$ cat src/pkg/expansion_pkg.sv
// Behaviour
// - Module gets 32 data, six address lines
// - Active-low predecoded select per module base
// - Module uses strobes, acknowledge adds wait states
// - Select asserted about 50 to 100 ns; the board holds it five cycles (200 ns) with this module's acknowledge
// - Host and DSP accesses both reach module
// - Simple module latches 8 bits on select+write to OUT_REG_ADDR
// - Board reset clears module registers to zero, except DMA requests, which go inactive high
// - Active-low DMA request answered by grant
// - Three trigger and two spare shared lines
package expansion_pkg;
    localparam int DATA_W        = 32;
    localparam int ADDR_W        = 6;
    localparam int REG_COUNT     = 64;
    localparam int SYS_ADDR_W    = 16;
    localparam int SLOT_BASE_W   = 10;
    localparam int OUT_REG_W     = 8;
    localparam int TRIG_W        = 3;
    localparam int SPARE_W       = 2;
    localparam int DMA_W         = 2;
    localparam int CLK_PERIOD_NS = 40;
    // Select length per initiator, both round to two clock cycles
    localparam int HOST_SEL_NS   = 100;
    localparam int DSP_SEL_NS    = 50;
    localparam int HOST_SEL_CYC  = HOST_SEL_NS / CLK_PERIOD_NS;
    localparam int DSP_SEL_CYC   = (DSP_SEL_NS + CLK_PERIOD_NS - 1) / CLK_PERIOD_NS;
    localparam int MAX_WAIT_CYC  = 8;
    localparam logic [SLOT_BASE_W-1:0] SLOT_BASE = 10'h100;
    localparam logic [OUT_REG_W-1:0]   OUT_RESET = 8'h00;
    localparam logic [ADDR_W-1:0]      OUT_REG_ADDR = 6'h00;
    localparam logic [ADDR_W-1:0]      STATUS_ADDR  = 6'h01;
endpackage : expansion_pkg

$ cat src/pkg/expansion_if.sv
`timescale 1ns/1ps
interface expansion_if;
    import expansion_pkg::*;
    logic [ADDR_W-1:0] local_addr;
    logic [DATA_W-1:0] data_from_board;
    logic [DATA_W-1:0] data_from_module;
    logic              data_module_oe;
    logic              module_sel_n;
    logic              rd_n;
    logic              wr_n;
    logic              address_clock;
    logic              ack;
    logic [DMA_W-1:0]  dma_request_n;
    logic [DMA_W-1:0]  dma_grant_n;
    logic [TRIG_W-1:0] trig_out;
    logic [TRIG_W-1:0] trig_oe;
    logic [SPARE_W-1:0] spare_out;
    logic [SPARE_W-1:0] spare_oe;
    logic              board_rst_n;
    modport board (
        output local_addr, data_from_board, module_sel_n, rd_n, wr_n, address_clock,
        output dma_grant_n, board_rst_n,
        input  data_from_module, data_module_oe, ack, dma_request_n,
        input  trig_out, trig_oe, spare_out, spare_oe
    );
    modport module_end (
        input  local_addr, data_from_board, module_sel_n, rd_n, wr_n, address_clock,
        input  dma_grant_n, board_rst_n,
        output data_from_module, data_module_oe, ack, dma_request_n,
        output trig_out, trig_oe, spare_out, spare_oe
    );
endinterface : expansion_if

$ cat src/design/expansion_board_end.sv
`timescale 1ns/1ps
module expansion_board_end (
    // Clock and reset
    input  wire logic                             clock,
    input  wire logic                             rst_n,
    // Module side
    expansion_if.board                            port_b,
    // Host and DSP access requests
    input  wire logic                             host_req,
    input  wire logic                             dsp_req,
    input  wire logic                             req_write,
    input  wire logic [expansion_pkg::SYS_ADDR_W-1:0] req_addr,
    input  wire logic [expansion_pkg::DATA_W-1:0] req_wdata,
    output logic                                  req_done,
    output logic                                  req_err,
    output logic [expansion_pkg::DATA_W-1:0]      req_rdata,
    // DMA channel control
    input  wire logic [expansion_pkg::DMA_W-1:0]  dma_enable,
    output logic [expansion_pkg::DMA_W-1:0]       dma_active,
    // Shared lines as seen by the board
    output logic [expansion_pkg::TRIG_W-1:0]      trig_level,
    output logic [expansion_pkg::SPARE_W-1:0]     spare_level
);
    import expansion_pkg::*;

    // Sequencer states and the full register image
    typedef enum {ST_IDLE, ST_SEL, ST_WAIT} bstate_t;
    typedef struct packed {
        bstate_t            st;
        logic [3:0]         cnt;
        logic               is_host;
        logic               wr;
        logic [ADDR_W-1:0]  addr;
        logic [DATA_W-1:0]  wdata;
        logic [DATA_W-1:0]  rdata;
        logic               done;
        logic               err;
        logic               sel_n;
        logic               rd_n;
        logic               wr_n;
        logic               adr_clk;
        logic [DMA_W-1:0]   grant_n;
        logic [2:0]         ack_s;
        logic [DMA_W-1:0]   dreq_a;
        logic [DMA_W-1:0]   dreq_b;
        logic [DMA_W-1:0]   dreq_c;
        logic [DMA_W-1:0]   active;
        logic               brst_n;
        logic [TRIG_W-1:0]  trig_a;
        logic [TRIG_W-1:0]  trig_b;
        logic [TRIG_W-1:0]  trig_c;
        logic [TRIG_W-1:0]  trig;
        logic [SPARE_W-1:0] spare_a;
        logic [SPARE_W-1:0] spare_b;
        logic [SPARE_W-1:0] spare_c;
        logic [SPARE_W-1:0] spare;
    } bstate_reg_t;

    // Registered state and its next value
    bstate_reg_t s_reg;
    bstate_reg_t s_next;
    // Resolved shared lines before synchronising
    logic [TRIG_W-1:0]  trig_wire;
    logic [SPARE_W-1:0] spare_wire;

    // Shared lines resolve as the module's drive ANDed with its enable, per line; board only listens
    assign trig_wire  = port_b.trig_out & port_b.trig_oe;
    assign spare_wire = port_b.spare_out & port_b.spare_oe;

    // Next state of the access sequencer, DMA and synchronisers
    always_comb begin
        s_next = s_reg;
        s_next.done = 1'b0;
        s_next.err = 1'b0;
        s_next.adr_clk = 1'b0;
        s_next.ack_s = {s_reg.ack_s[1:0], port_b.ack};
        s_next.dreq_a = port_b.dma_request_n;
        s_next.dreq_b = s_reg.dreq_a;
        s_next.dreq_c = s_reg.dreq_b;
        s_next.brst_n = 1'b1;  // Module reset trails board reset by one edge
        // Shared lines pass three stages; a level counts once stages two and three agree
        s_next.trig_a = trig_wire;
        s_next.trig_b = s_reg.trig_a;
        s_next.trig_c = s_reg.trig_b;
        s_next.spare_a = spare_wire;
        s_next.spare_b = s_reg.spare_a;
        s_next.spare_c = s_reg.spare_b;
        for (int i = 0; i < TRIG_W; i++) begin
            if (s_reg.trig_b[i] == s_reg.trig_c[i]) begin
                s_next.trig[i] = s_reg.trig_c[i];
            end
        end
        for (int i = 0; i < SPARE_W; i++) begin
            if (s_reg.spare_b[i] == s_reg.spare_c[i]) begin
                s_next.spare[i] = s_reg.spare_c[i];
            end
        end
        // Grant follows a filtered active-low request per channel
        for (int i = 0; i < DMA_W; i++) begin
            if (s_reg.dreq_b[i] == s_reg.dreq_c[i]) begin
                s_next.grant_n[i] = ~(dma_enable[i] & ~s_reg.dreq_c[i]);
                s_next.active[i] = dma_enable[i] & ~s_reg.dreq_c[i];
            end
        end
        case (s_reg.st)
            ST_IDLE: begin
                if (host_req || dsp_req) begin
                    s_next.is_host = host_req;
                    s_next.wr = req_write;
                    s_next.addr = req_addr[ADDR_W-1:0];
                    s_next.wdata = req_wdata;
                    // Only the own slot base starts a select, others fail at once
                    if (req_addr[SYS_ADDR_W-1:ADDR_W] == SLOT_BASE) begin
                        s_next.st = ST_SEL;
                        s_next.sel_n = 1'b0;
                        s_next.rd_n = req_write;
                        s_next.wr_n = ~req_write;
                        s_next.adr_clk = 1'b1;
                        s_next.cnt = host_req ? 4'(HOST_SEL_CYC - 1) : 4'(DSP_SEL_CYC - 1);
                    end else begin
                        s_next.err = 1'b1;
                        s_next.done = 1'b1;
                    end
                end
            end
            ST_SEL: begin
                // Minimum select length depends on the initiator
                if (s_reg.cnt != 4'h0) begin
                    s_next.cnt = s_reg.cnt - 4'h1;
                end else begin
                    s_next.st = ST_WAIT;
                    s_next.cnt = 4'(MAX_WAIT_CYC);
                end
            end
            ST_WAIT: begin
                // Module may stretch the access by holding acknowledge off
                if ((s_reg.ack_s[1] && s_reg.ack_s[2]) || s_reg.cnt == 4'h0) begin
                    s_next.st = ST_IDLE;
                    s_next.sel_n = 1'b1;
                    s_next.rd_n = 1'b1;
                    s_next.wr_n = 1'b1;
                    s_next.done = 1'b1;
                    s_next.err = ~(s_reg.ack_s[1] && s_reg.ack_s[2]);
                    // Undriven data lines read as zero
                    if (!s_reg.wr) begin
                        s_next.rdata = port_b.data_module_oe ? port_b.data_from_module : '0;
                    end
                end else begin
                    s_next.cnt = s_reg.cnt - 4'h1;
                end
            end
            default: s_next.st = ST_IDLE;
        endcase
    end

    // State register
    always_ff @(posedge clock) begin
        if (!rst_n) begin
            s_reg <= '{
                st:      ST_IDLE,
                cnt:     4'h0,
                is_host: 1'b0,
                wr:      1'b0,
                addr:    '0,
                wdata:   '0,
                rdata:   '0,
                done:    1'b0,
                err:     1'b0,
                sel_n:   1'b1,
                rd_n:    1'b1,
                wr_n:    1'b1,
                adr_clk: 1'b0,
                grant_n: '1,
                ack_s:   '0,
                dreq_a:  '1,
                dreq_b:  '1,
                dreq_c:  '1,
                active:  '0,
                brst_n:  1'b0,
                trig_a:  '0,
                trig_b:  '0,
                trig_c:  '0,
                trig:    '0,
                spare_a: '0,
                spare_b: '0,
                spare_c: '0,
                spare:   '0
            };
        end else begin
            s_reg <= s_next;
        end
    end

    // Outputs to the module and the user side
    assign port_b.local_addr      = s_reg.addr;
    assign port_b.data_from_board = s_reg.wdata;
    assign port_b.module_sel_n    = s_reg.sel_n;
    assign port_b.rd_n            = s_reg.rd_n;
    assign port_b.wr_n            = s_reg.wr_n;
    assign port_b.address_clock   = s_reg.adr_clk;
    assign port_b.dma_grant_n     = s_reg.grant_n;
    assign port_b.board_rst_n     = s_reg.brst_n;
    // Results toward the host and DSP side
    assign req_done    = s_reg.done;
    assign req_err     = s_reg.err;
    assign req_rdata   = s_reg.rdata;
    assign dma_active  = s_reg.active;
    assign trig_level  = s_reg.trig;
    assign spare_level = s_reg.spare;
endmodule : expansion_board_end

$ cat src/flat_wrapper.sv
// flat-port wrapper written by rule: the top's interface ports become plain ports
module expansion_board_end_flat import expansion_pkg::*;
  (clock, rst_n, host_req, dsp_req, req_write, req_addr, req_wdata, req_done, req_err, req_rdata, dma_enable, dma_active, trig_level, spare_level, port_b_local_addr, port_b_data_from_board, port_b_module_sel_n, port_b_rd_n, port_b_wr_n, port_b_address_clock, port_b_dma_grant_n, port_b_board_rst_n, port_b_data_from_module, port_b_data_module_oe, port_b_ack, port_b_dma_request_n, port_b_trig_out, port_b_trig_oe, port_b_spare_out, port_b_spare_oe);
  expansion_if port_b_i ();
  input  wire logic clock;
  input  wire logic rst_n;
  input  wire logic host_req;
  input  wire logic dsp_req;
  input  wire logic req_write;
  input  wire logic [expansion_pkg::SYS_ADDR_W-1:0] req_addr;
  input  wire logic [expansion_pkg::DATA_W-1:0] req_wdata;
  output logic req_done;
  output logic req_err;
  output logic [expansion_pkg::DATA_W-1:0] req_rdata;
  input  wire logic [expansion_pkg::DMA_W-1:0] dma_enable;
  output logic [expansion_pkg::DMA_W-1:0] dma_active;
  output logic [expansion_pkg::TRIG_W-1:0] trig_level;
  output logic [expansion_pkg::SPARE_W-1:0] spare_level;
  output wire logic [$bits(port_b_i.local_addr)-1:0] port_b_local_addr;
  output wire logic [$bits(port_b_i.data_from_board)-1:0] port_b_data_from_board;
  output wire logic [$bits(port_b_i.module_sel_n)-1:0] port_b_module_sel_n;
  output wire logic [$bits(port_b_i.rd_n)-1:0] port_b_rd_n;
  output wire logic [$bits(port_b_i.wr_n)-1:0] port_b_wr_n;
  output wire logic [$bits(port_b_i.address_clock)-1:0] port_b_address_clock;
  output wire logic [$bits(port_b_i.dma_grant_n)-1:0] port_b_dma_grant_n;
  output wire logic [$bits(port_b_i.board_rst_n)-1:0] port_b_board_rst_n;
  input wire logic [$bits(port_b_i.data_from_module)-1:0] port_b_data_from_module;
  input wire logic [$bits(port_b_i.data_module_oe)-1:0] port_b_data_module_oe;
  input wire logic [$bits(port_b_i.ack)-1:0] port_b_ack;
  input wire logic [$bits(port_b_i.dma_request_n)-1:0] port_b_dma_request_n;
  input wire logic [$bits(port_b_i.trig_out)-1:0] port_b_trig_out;
  input wire logic [$bits(port_b_i.trig_oe)-1:0] port_b_trig_oe;
  input wire logic [$bits(port_b_i.spare_out)-1:0] port_b_spare_out;
  input wire logic [$bits(port_b_i.spare_oe)-1:0] port_b_spare_oe;
  assign port_b_local_addr = port_b_i.local_addr;
  assign port_b_data_from_board = port_b_i.data_from_board;
  assign port_b_module_sel_n = port_b_i.module_sel_n;
  assign port_b_rd_n = port_b_i.rd_n;
  assign port_b_wr_n = port_b_i.wr_n;
  assign port_b_address_clock = port_b_i.address_clock;
  assign port_b_dma_grant_n = port_b_i.dma_grant_n;
  assign port_b_board_rst_n = port_b_i.board_rst_n;
  assign port_b_i.data_from_module = port_b_data_from_module;
  assign port_b_i.data_module_oe = port_b_data_module_oe;
  assign port_b_i.ack = port_b_ack;
  assign port_b_i.dma_request_n = port_b_dma_request_n;
  assign port_b_i.trig_out = port_b_trig_out;
  assign port_b_i.trig_oe = port_b_trig_oe;
  assign port_b_i.spare_out = port_b_spare_out;
  assign port_b_i.spare_oe = port_b_spare_oe;
  expansion_board_end u_core (.clock(clock), .rst_n(rst_n), .port_b(port_b_i), .host_req(host_req), .dsp_req(dsp_req), .req_write(req_write), .req_addr(req_addr), .req_wdata(req_wdata), .req_done(req_done), .req_err(req_err), .req_rdata(req_rdata), .dma_enable(dma_enable), .dma_active(dma_active), .trig_level(trig_level), .spare_level(spare_level));
endmodule
$ cat config.mk
export PLATFORM = sky130hd
export DESIGN_NAME = expansion_board_end_flat
export DESIGN_NICKNAME = d
export VERILOG_FILES = /design/src/pkg/expansion_pkg.sv /design/src/pkg/expansion_if.sv /design/src/design/expansion_board_end.sv /design/src/flat_wrapper.sv
export SDC_FILE = /design/constraint.sdc
export NUM_CORES = 1
export LEC_CHECK = 0
export CAP_MARGIN = 40
export CORE_MARGIN = 5
export CORE_UTILIZATION = 55
export DETAILED_ROUTE_END_ITERATION = 6
export DONT_BUFFER_PORTS = 1
export GPL_TIMING_DRIVEN = 0
export PLACE_DENSITY = 0.77
export SLEW_MARGIN = 15
export SYNTH_ARGS = -nofsm -noshare
export SYNTH_HDL_FRONTEND = slang
export SYNTH_SLANG_ARGS = --single-unit
$ cat constraint.sdc
create_clock -name clock -period 3.2 [get_ports clock]
set_input_delay 0.64 -clock clock [delete_from_list [all_inputs] [get_ports clock]]
set_output_delay 0.64 -clock clock [all_outputs]
set_load 0.01 [all_outputs]
## Word-level counts from Yosys, hierarchy flattened

Cells that the tools add are included.

| word-level totals | value |
|---|---|
| logic and storage cells | 95 |
| output and inout port bits | 86 |
| input port bits | 101 |
| flip-flop bits (word level) | 148 |

| cells by class | value |
|---|---|
| bitwise logic cells | 11 |
| reduce and logical (&&, ||, !) cells | 14 |
| eq/ne operators | 15 |
| add/subtract/negate cells | 1 |
| multiplexer cells | 21 |

Operators with widths:

| operator | count |
|---|---|
| $mux 32 | 4 |
| $pmux 32 s3 | 1 |
| $mux 76 | 1 |
| $mux 37 | 1 |
| $mux 36 | 1 |
| $eq 32x1->1 const B | 1 |
| $eq 32x2->1 const B | 1 |
| $logic_not 32->1 | 1 |
| $mux 21 | 1 |
| $mux 4 | 3 |
| $pmux 4 s3 | 1 |
| $reduce_and 4->1 | 3 |
| $eq 10x9->1 const B | 1 |
| $pmux 5 s2 | 1 |
| $eq 1x1->1 | 7 |
| $not 1->1 | 7 |
| $mux 6 | 1 |
| $ne 2x1->1 const B | 3 |
| $reduce_and 3->1 | 2 |
| $mux 1 | 5 |
| $logic_not 4->1 | 1 |
| $ne 2x2->1 const B | 2 |
| $reduce_bool 4->1 | 1 |
| $sub 4x1->4 const B | 1 |
| other kinds (9) | 11 |

## Depth between registers and ports, before layout

| depth | value |
|---|---|
| depth after elaboration | 4 |
| gate-level depth with buffers | 7 |
| depth with buffers taken out | 6 |

## Least setup slack after synthesis

OpenSTA, ideal clock, no wires.

| path | value |
|---|---|
| kind | input to register |
| from | input req_addr[7] in the netlist's numbering |
| to | register u_core.s_reg[113] in the netlist's numbering |
| buffers on the path | 0 |
| data arrival time | 2,013 ps |
| stages | 4 |
| setup slack | 1,115 ps |
| data required time | 3,128 ps |
| library setup time | 72 ps |
| path through | or4_1 o41ai_4 and2_2 mux2i_1 |

| between the ends | value |
|---|---|
| longest elaborated chain between the ends | 3 |

Ends and longest elaborated chain:

| element | line | RTL |
|---|---|---|
| start, declared | flat_wrapper.sv:10 | `input wire logic [expansion_pkg::SYS_ADDR_W-1:0] req_addr;` |
| $eq 10x9->1 | expansion_board_end.sv:113 | `if (req_addr[SYS_ADDR_W-1:ADDR_W] == SLOT_BASE) begin` |
| $ne 2x1->1 (no source line) | n/a |  |
| $reduce_and 4->1 (no source line) | n/a |  |
| end signal, assigned | expansion_board_end.sv:159 | `s_reg <= '{` |
| end signal, assigned | expansion_board_end.sv:190 | `s_reg <= s_next;` |
| end, declared | expansion_board_end.sv:60 | `bstate_reg_t s_reg;` |

No other way between the ends.
A chain may end at the register's enable or synchronous reset.

## Final worst setup path

| path | value |
|---|---|
| from | register u_core.s_reg[112] in the netlist's numbering |
| to | register u_core.s_reg (netlist bit u_core.req_rdata[10]) |

| between the ends | value |
|---|---|
| longest elaborated chain between the ends | 3 |

Ends and longest elaborated chain:

| element | line | RTL |
|---|---|---|
| $logic_not 4->1 | expansion_board_end.sv:137 | `if ((s_reg.ack_s[1] && s_reg.ack_s[2]) \|\| s_reg.cnt == 4'h0) begin` |
| $logic_or 1x1->1 | expansion_board_end.sv:137 |  |
| $reduce_and 3->1 (no source line) | n/a |  |

No other way between the ends.

==> impl_metrics.xml <==
<?xml version="1.0" encoding="UTF-8"?>
<metrics>
  <group name="global_routing">
    <metric name="grt_antenna_before_repair" unit="">0</metric>
    <metric name="groute.usage.overall" unit="%">20.4</metric>
    <metric name="grt.overflow.total" unit="">0</metric>
    <metric name="grt_pass1_vias" unit="">3601</metric>
    <metric name="largest_net_degree_at_the_start_of_global_routing" unit="">17</metric>
    <metric name="first_pass_grt_wire_length" unit="µm">17900</metric>
  </group>
  <group name="setup_path">
    <metric name="cp_data_required_time" unit="ns">3.62</metric>
    <metric name="critPathMaxFanout" unit="">10</metric>
    <metric name="path_cells" unit="">inv_1, ha_1, or3b_4, a211oi_2, buf_2, nand3_1, a21oi_1</metric>
    <metric name="worst_setup_path_start_kind" unit="">register</metric>
    <metric name="critical_path.endpoint_type" unit="">register</metric>
    <metric name="worst-setup-path-type" unit="">reg2reg</metric>
    <metric name="crit_path_max_incr_delay" unit="ns">0.44</metric>
    <metric name="critical-path-slowest-cell" unit="">sky130_fd_sc_hd__or3b_4</metric>
    <metric name="worst_ep_arrival_time" unit="ns">2.62</metric>
    <metric name="worst_case_register_to_register_setup_slack" unit="ns">1.00</metric>
  </group>
  <group name="timing">
    <metric name="max_slew.worst_pin.slew" unit="ns">0.656</metric>
    <metric name="hold_violations" unit="">0</metric>
    <metric name="fin_skew" unit="ns">0.00825</metric>
    <metric name="fmax" unit="GHz">0.455</metric>
    <metric name="max_slew_margin" unit="%">56.0</metric>
    <metric name="setup_tns" unit="ns">0</metric>
    <metric name="fin_ws" unit="ns">1.00</metric>
    <metric name="whs" unit="ns">0.170</metric>
    <metric name="maxSlewViolCount" unit="">0</metric>
    <metric name="finalSetupViolCount" unit="">0</metric>
    <metric name="timing.final.crit_period" unit="ns">2.20</metric>
    <metric name="grt_setup_unrepaired" unit="">no</metric>
    <metric name="min_period_over_period" unit="%">68.7</metric>
  </group>
  <group name="final_layout">
    <metric name="mostFrequentLayoutCell" unit="">sky130_fd_sc_hd__nand2_1</metric>
    <metric name="stdcell_count" unit="">711</metric>
    <metric name="insertedDiodeCount" unit="">0</metric>
    <metric name="final_net_count" unit="">696</metric>
    <metric name="post_route_cells_drive_above_1_share" unit="%">19.9</metric>
    <metric name="utilization" unit="%">64.2</metric>
    <metric name="post-route-cell-area" unit="µm²">5540</metric>
    <metric name="layout-area-overhead-vs-synth" unit="%">14.8</metric>
    <metric name="final_cell_mix" unit="">sky130_fd_sc_hd__nand2_1, sky130_fd_sc_hd__dfxtp_1, sky130_fd_sc_hd__a21oi_1</metric>
    <metric name="num-fill-cells" unit="">708</metric>
  </group>
  <group name="power_and_ir_drop">
    <metric name="vdd_drop_max" unit="V">0.000510</metric>
    <metric name="post-layout-total-power" unit="mW">3.50</metric>
    <metric name="power_leakage" unit="nW">2.30</metric>
    <metric name="power_density_over_the_cells" unit="nW/µm²">631</metric>
  </group>
  <group name="placement">
    <metric name="finalWeightedCongestion" unit="">0.846</metric>
    <metric name="dpl_worst_slack" unit="ns">0.958</metric>
    <metric name="detailedPlacementHpwl" unit="µm">8530</metric>
    <metric name="post_dp_cell_area" unit="µm²">4960</metric>
    <metric name="buffer_ports.inserted" unit="">0</metric>
    <metric name="placed_insts" unit="">679</metric>
  </group>
  <group name="cts">
    <metric name="post_cts_hold_buffer_count" unit="">0</metric>
    <metric name="cts-root-to-sink-buffers" unit="">2</metric>
    <metric name="clk-insertion-delay-late" unit="ns">0.49</metric>
    <metric name="cts_tree" unit="">done</metric>
    <metric name="cts.htree.levels" unit="">4</metric>
    <metric name="cts-resized-gates" unit="">0</metric>
    <metric name="cts_inserted_buffers" unit="">17</metric>
    <metric name="cts.root.buffer_cell" unit="">sky130_fd_sc_hd__clkbuf_8</metric>
    <metric name="cts_num_sinks" unit="">117</metric>
    <metric name="count_of_buffers_added_by_post_cts_timing_repair_for_setup" unit="">0</metric>
    <metric name="worst_setup_hold_path_clk_slew" unit="ns">0.06</metric>
  </group>
  <group name="synth">
    <metric name="yosysSeqAreaShare" unit="%">48.5</metric>
    <metric name="yosysUniqueCellTypes" unit="">41</metric>
    <metric name="syn_area_per_cell" unit="µm²">8.45</metric>
    <metric name="synth_edf_count" unit="">0</metric>
    <metric name="synth_top_flop_cell" unit="">sky130_fd_sc_hd__dfxtp_1</metric>
    <metric name="async_reset_ff_share" unit="%">0</metric>
    <metric name="synth_warnings" unit="">0</metric>
    <metric name="post_synth_instance_area" unit="µm²">4830</metric>
    <metric name="ys_seq_elements" unit="">117</metric>
    <metric name="syn-num-nets" unit="">677</metric>
    <metric name="post_synth_inst_count" unit="">571</metric>
  </group>
  <group name="detailed_routing">
    <metric name="drt_first_pass_iters" unit="">4</metric>
    <metric name="wl_per_cell" unit="µm">15.6</metric>
    <metric name="route.detailed.drc" unit="">0</metric>
    <metric name="routed-via-count" unit="">3731</metric>
    <metric name="detailedRoute.firstIterationViolations" unit="">148</metric>
    <metric name="wl_final" unit="µm">11100</metric>
    <metric name="antenna_violation_net_count_after_detailed_routing" unit="">0</metric>
    <metric name="vias_per_cell" unit="">5.25</metric>
  </group>
  <group name="floorplanning">
    <metric name="dieWidth" unit="µm">104</metric>
    <metric name="initial_core_util" unit="%">55.9</metric>
    <metric name="die-area" unit="µm²">10800</metric>
    <metric name="boundaryPins" unit="">187</metric>
    <metric name="floorplan.rows" unit="">34</metric>
    <metric name="die_height" unit="µm">104</metric>
    <metric name="design.core.area" unit="µm²">8640</metric>
  </group>
  <group name="outcome">
    <metric name="outcome" unit="">finished, final reports clean</metric>
  </group>
  <group name="run">
    <metric name="number_of_maximum_capacitance_constraint_violations" unit="">0</metric>
  </group>
  <group name="worst_hold_path">
    <metric name="hold_path_class" unit="">in2reg</metric>
  </group>
</metrics>
[cell families after synthesis]
logic type                 count (synthesis)  synth area share, %
adders and majority gates                  5                 1.30
DFF                                      117                 48.5
xor gates and xnor gates                   2                0.363
AOI/OAI and AO/OA                        111                 13.1
muxes                                      4                0.829
and+or+nand+nor                          213                 20.5
buffers and inverters                    119                 15.5
[synthesized netlist by cell type, types with 2 or more instances]
library cell               instances  area (µm²)
sky130_fd_sc_hd__a211oi_1          4        30.0
sky130_fd_sc_hd__a21o_1            2        15.0
sky130_fd_sc_hd__a21oi_1          82         410
sky130_fd_sc_hd__and2_1           15        93.8
sky130_fd_sc_hd__and3_1            5        31.3
sky130_fd_sc_hd__buf_2             3        15.0
sky130_fd_sc_hd__buf_4            79         593
sky130_fd_sc_hd__clkbuf_1         26        97.6
sky130_fd_sc_hd__dfxtp_1         117        2340
sky130_fd_sc_hd__ha_1              5        62.6
sky130_fd_sc_hd__inv_1            10        37.5
sky130_fd_sc_hd__mux2i_1           4        40.0
sky130_fd_sc_hd__nand2_1         124         465
sky130_fd_sc_hd__nand2b_1          7        43.8
sky130_fd_sc_hd__nand3_1          34         170
sky130_fd_sc_hd__nor2_1           13        48.8
sky130_fd_sc_hd__nor3_1            2        10.0
sky130_fd_sc_hd__nor3b_1           3        22.5
sky130_fd_sc_hd__nor4b_1           2        17.5
sky130_fd_sc_hd__o211ai_1          2        15.0
sky130_fd_sc_hd__o21a_1            2        15.0
sky130_fd_sc_hd__o21ai_0          10        50.1
sky130_fd_sc_hd__xor2_1            2        17.5
[per-layer routing]
metal | vias to the layer above | GRT usage [%] | part of all wire, %
li1 | 1858 | - | -
met1 | 1708 | 22.4 | 39
met2 | 153 | 36.3 | 52
met3 | 12 | 7.34 | 8.4
met4 | 0 | 6.85 | 1.4
met5 | - | 0 | 0
[where the power goes]
part | leakage, nW | switching [mW] | internal [mW]
clock | 0.270 | 0.670 | 1.13
sequential | 0.956 | 0.0218 | 1.50
combinational | 1.07 | 0.101 | 0.0695
total | 2.30 | 0.793 | 2.70
[critical path, delay by kind of cell (launching register included)]
kind / cells / cell delay [ns]
compound gates: 2 / 0.62
fa+ha+maj: 1 / 0.24
buf+inv: 2 / 0.38
flops: 1 / 0.33
simple gates: 2 / 0.56
[layout make-up]
| cell class | count | area, µm² | share of cell area (%) |
|---|---|---|---|
| Inverter | 10 | 37.5 | 0.677 |
| Sequential cell | 117 | 2340 | 42.3 |
| Clock buffer | 18 | 428 | 7.72 |
| Buffer | 109 | 709 | 12.8 |
| Clock inverter | 14 | 151 | 2.73 |
| Multi-Input combinational cell | 335 | 1740 | 31.4 |
| Tap cell | 108 | 135 | 2.44 |
[worst paths after layout]
kind / startpoint / endpoint / cells past startpoint
min reg2reg: u_core.s_next[25] / u_core.s_next[23] / 1
max reg2reg: u_core.s_reg[112] / u_core.req_rdata[10] / 7
max: u_core.s_reg[112] / u_core.req_rdata[10] / 7
min: rst_n / u_core.port_b.board_rst_n / 0
No activity file was read; power rests on OpenSTA's default activity.
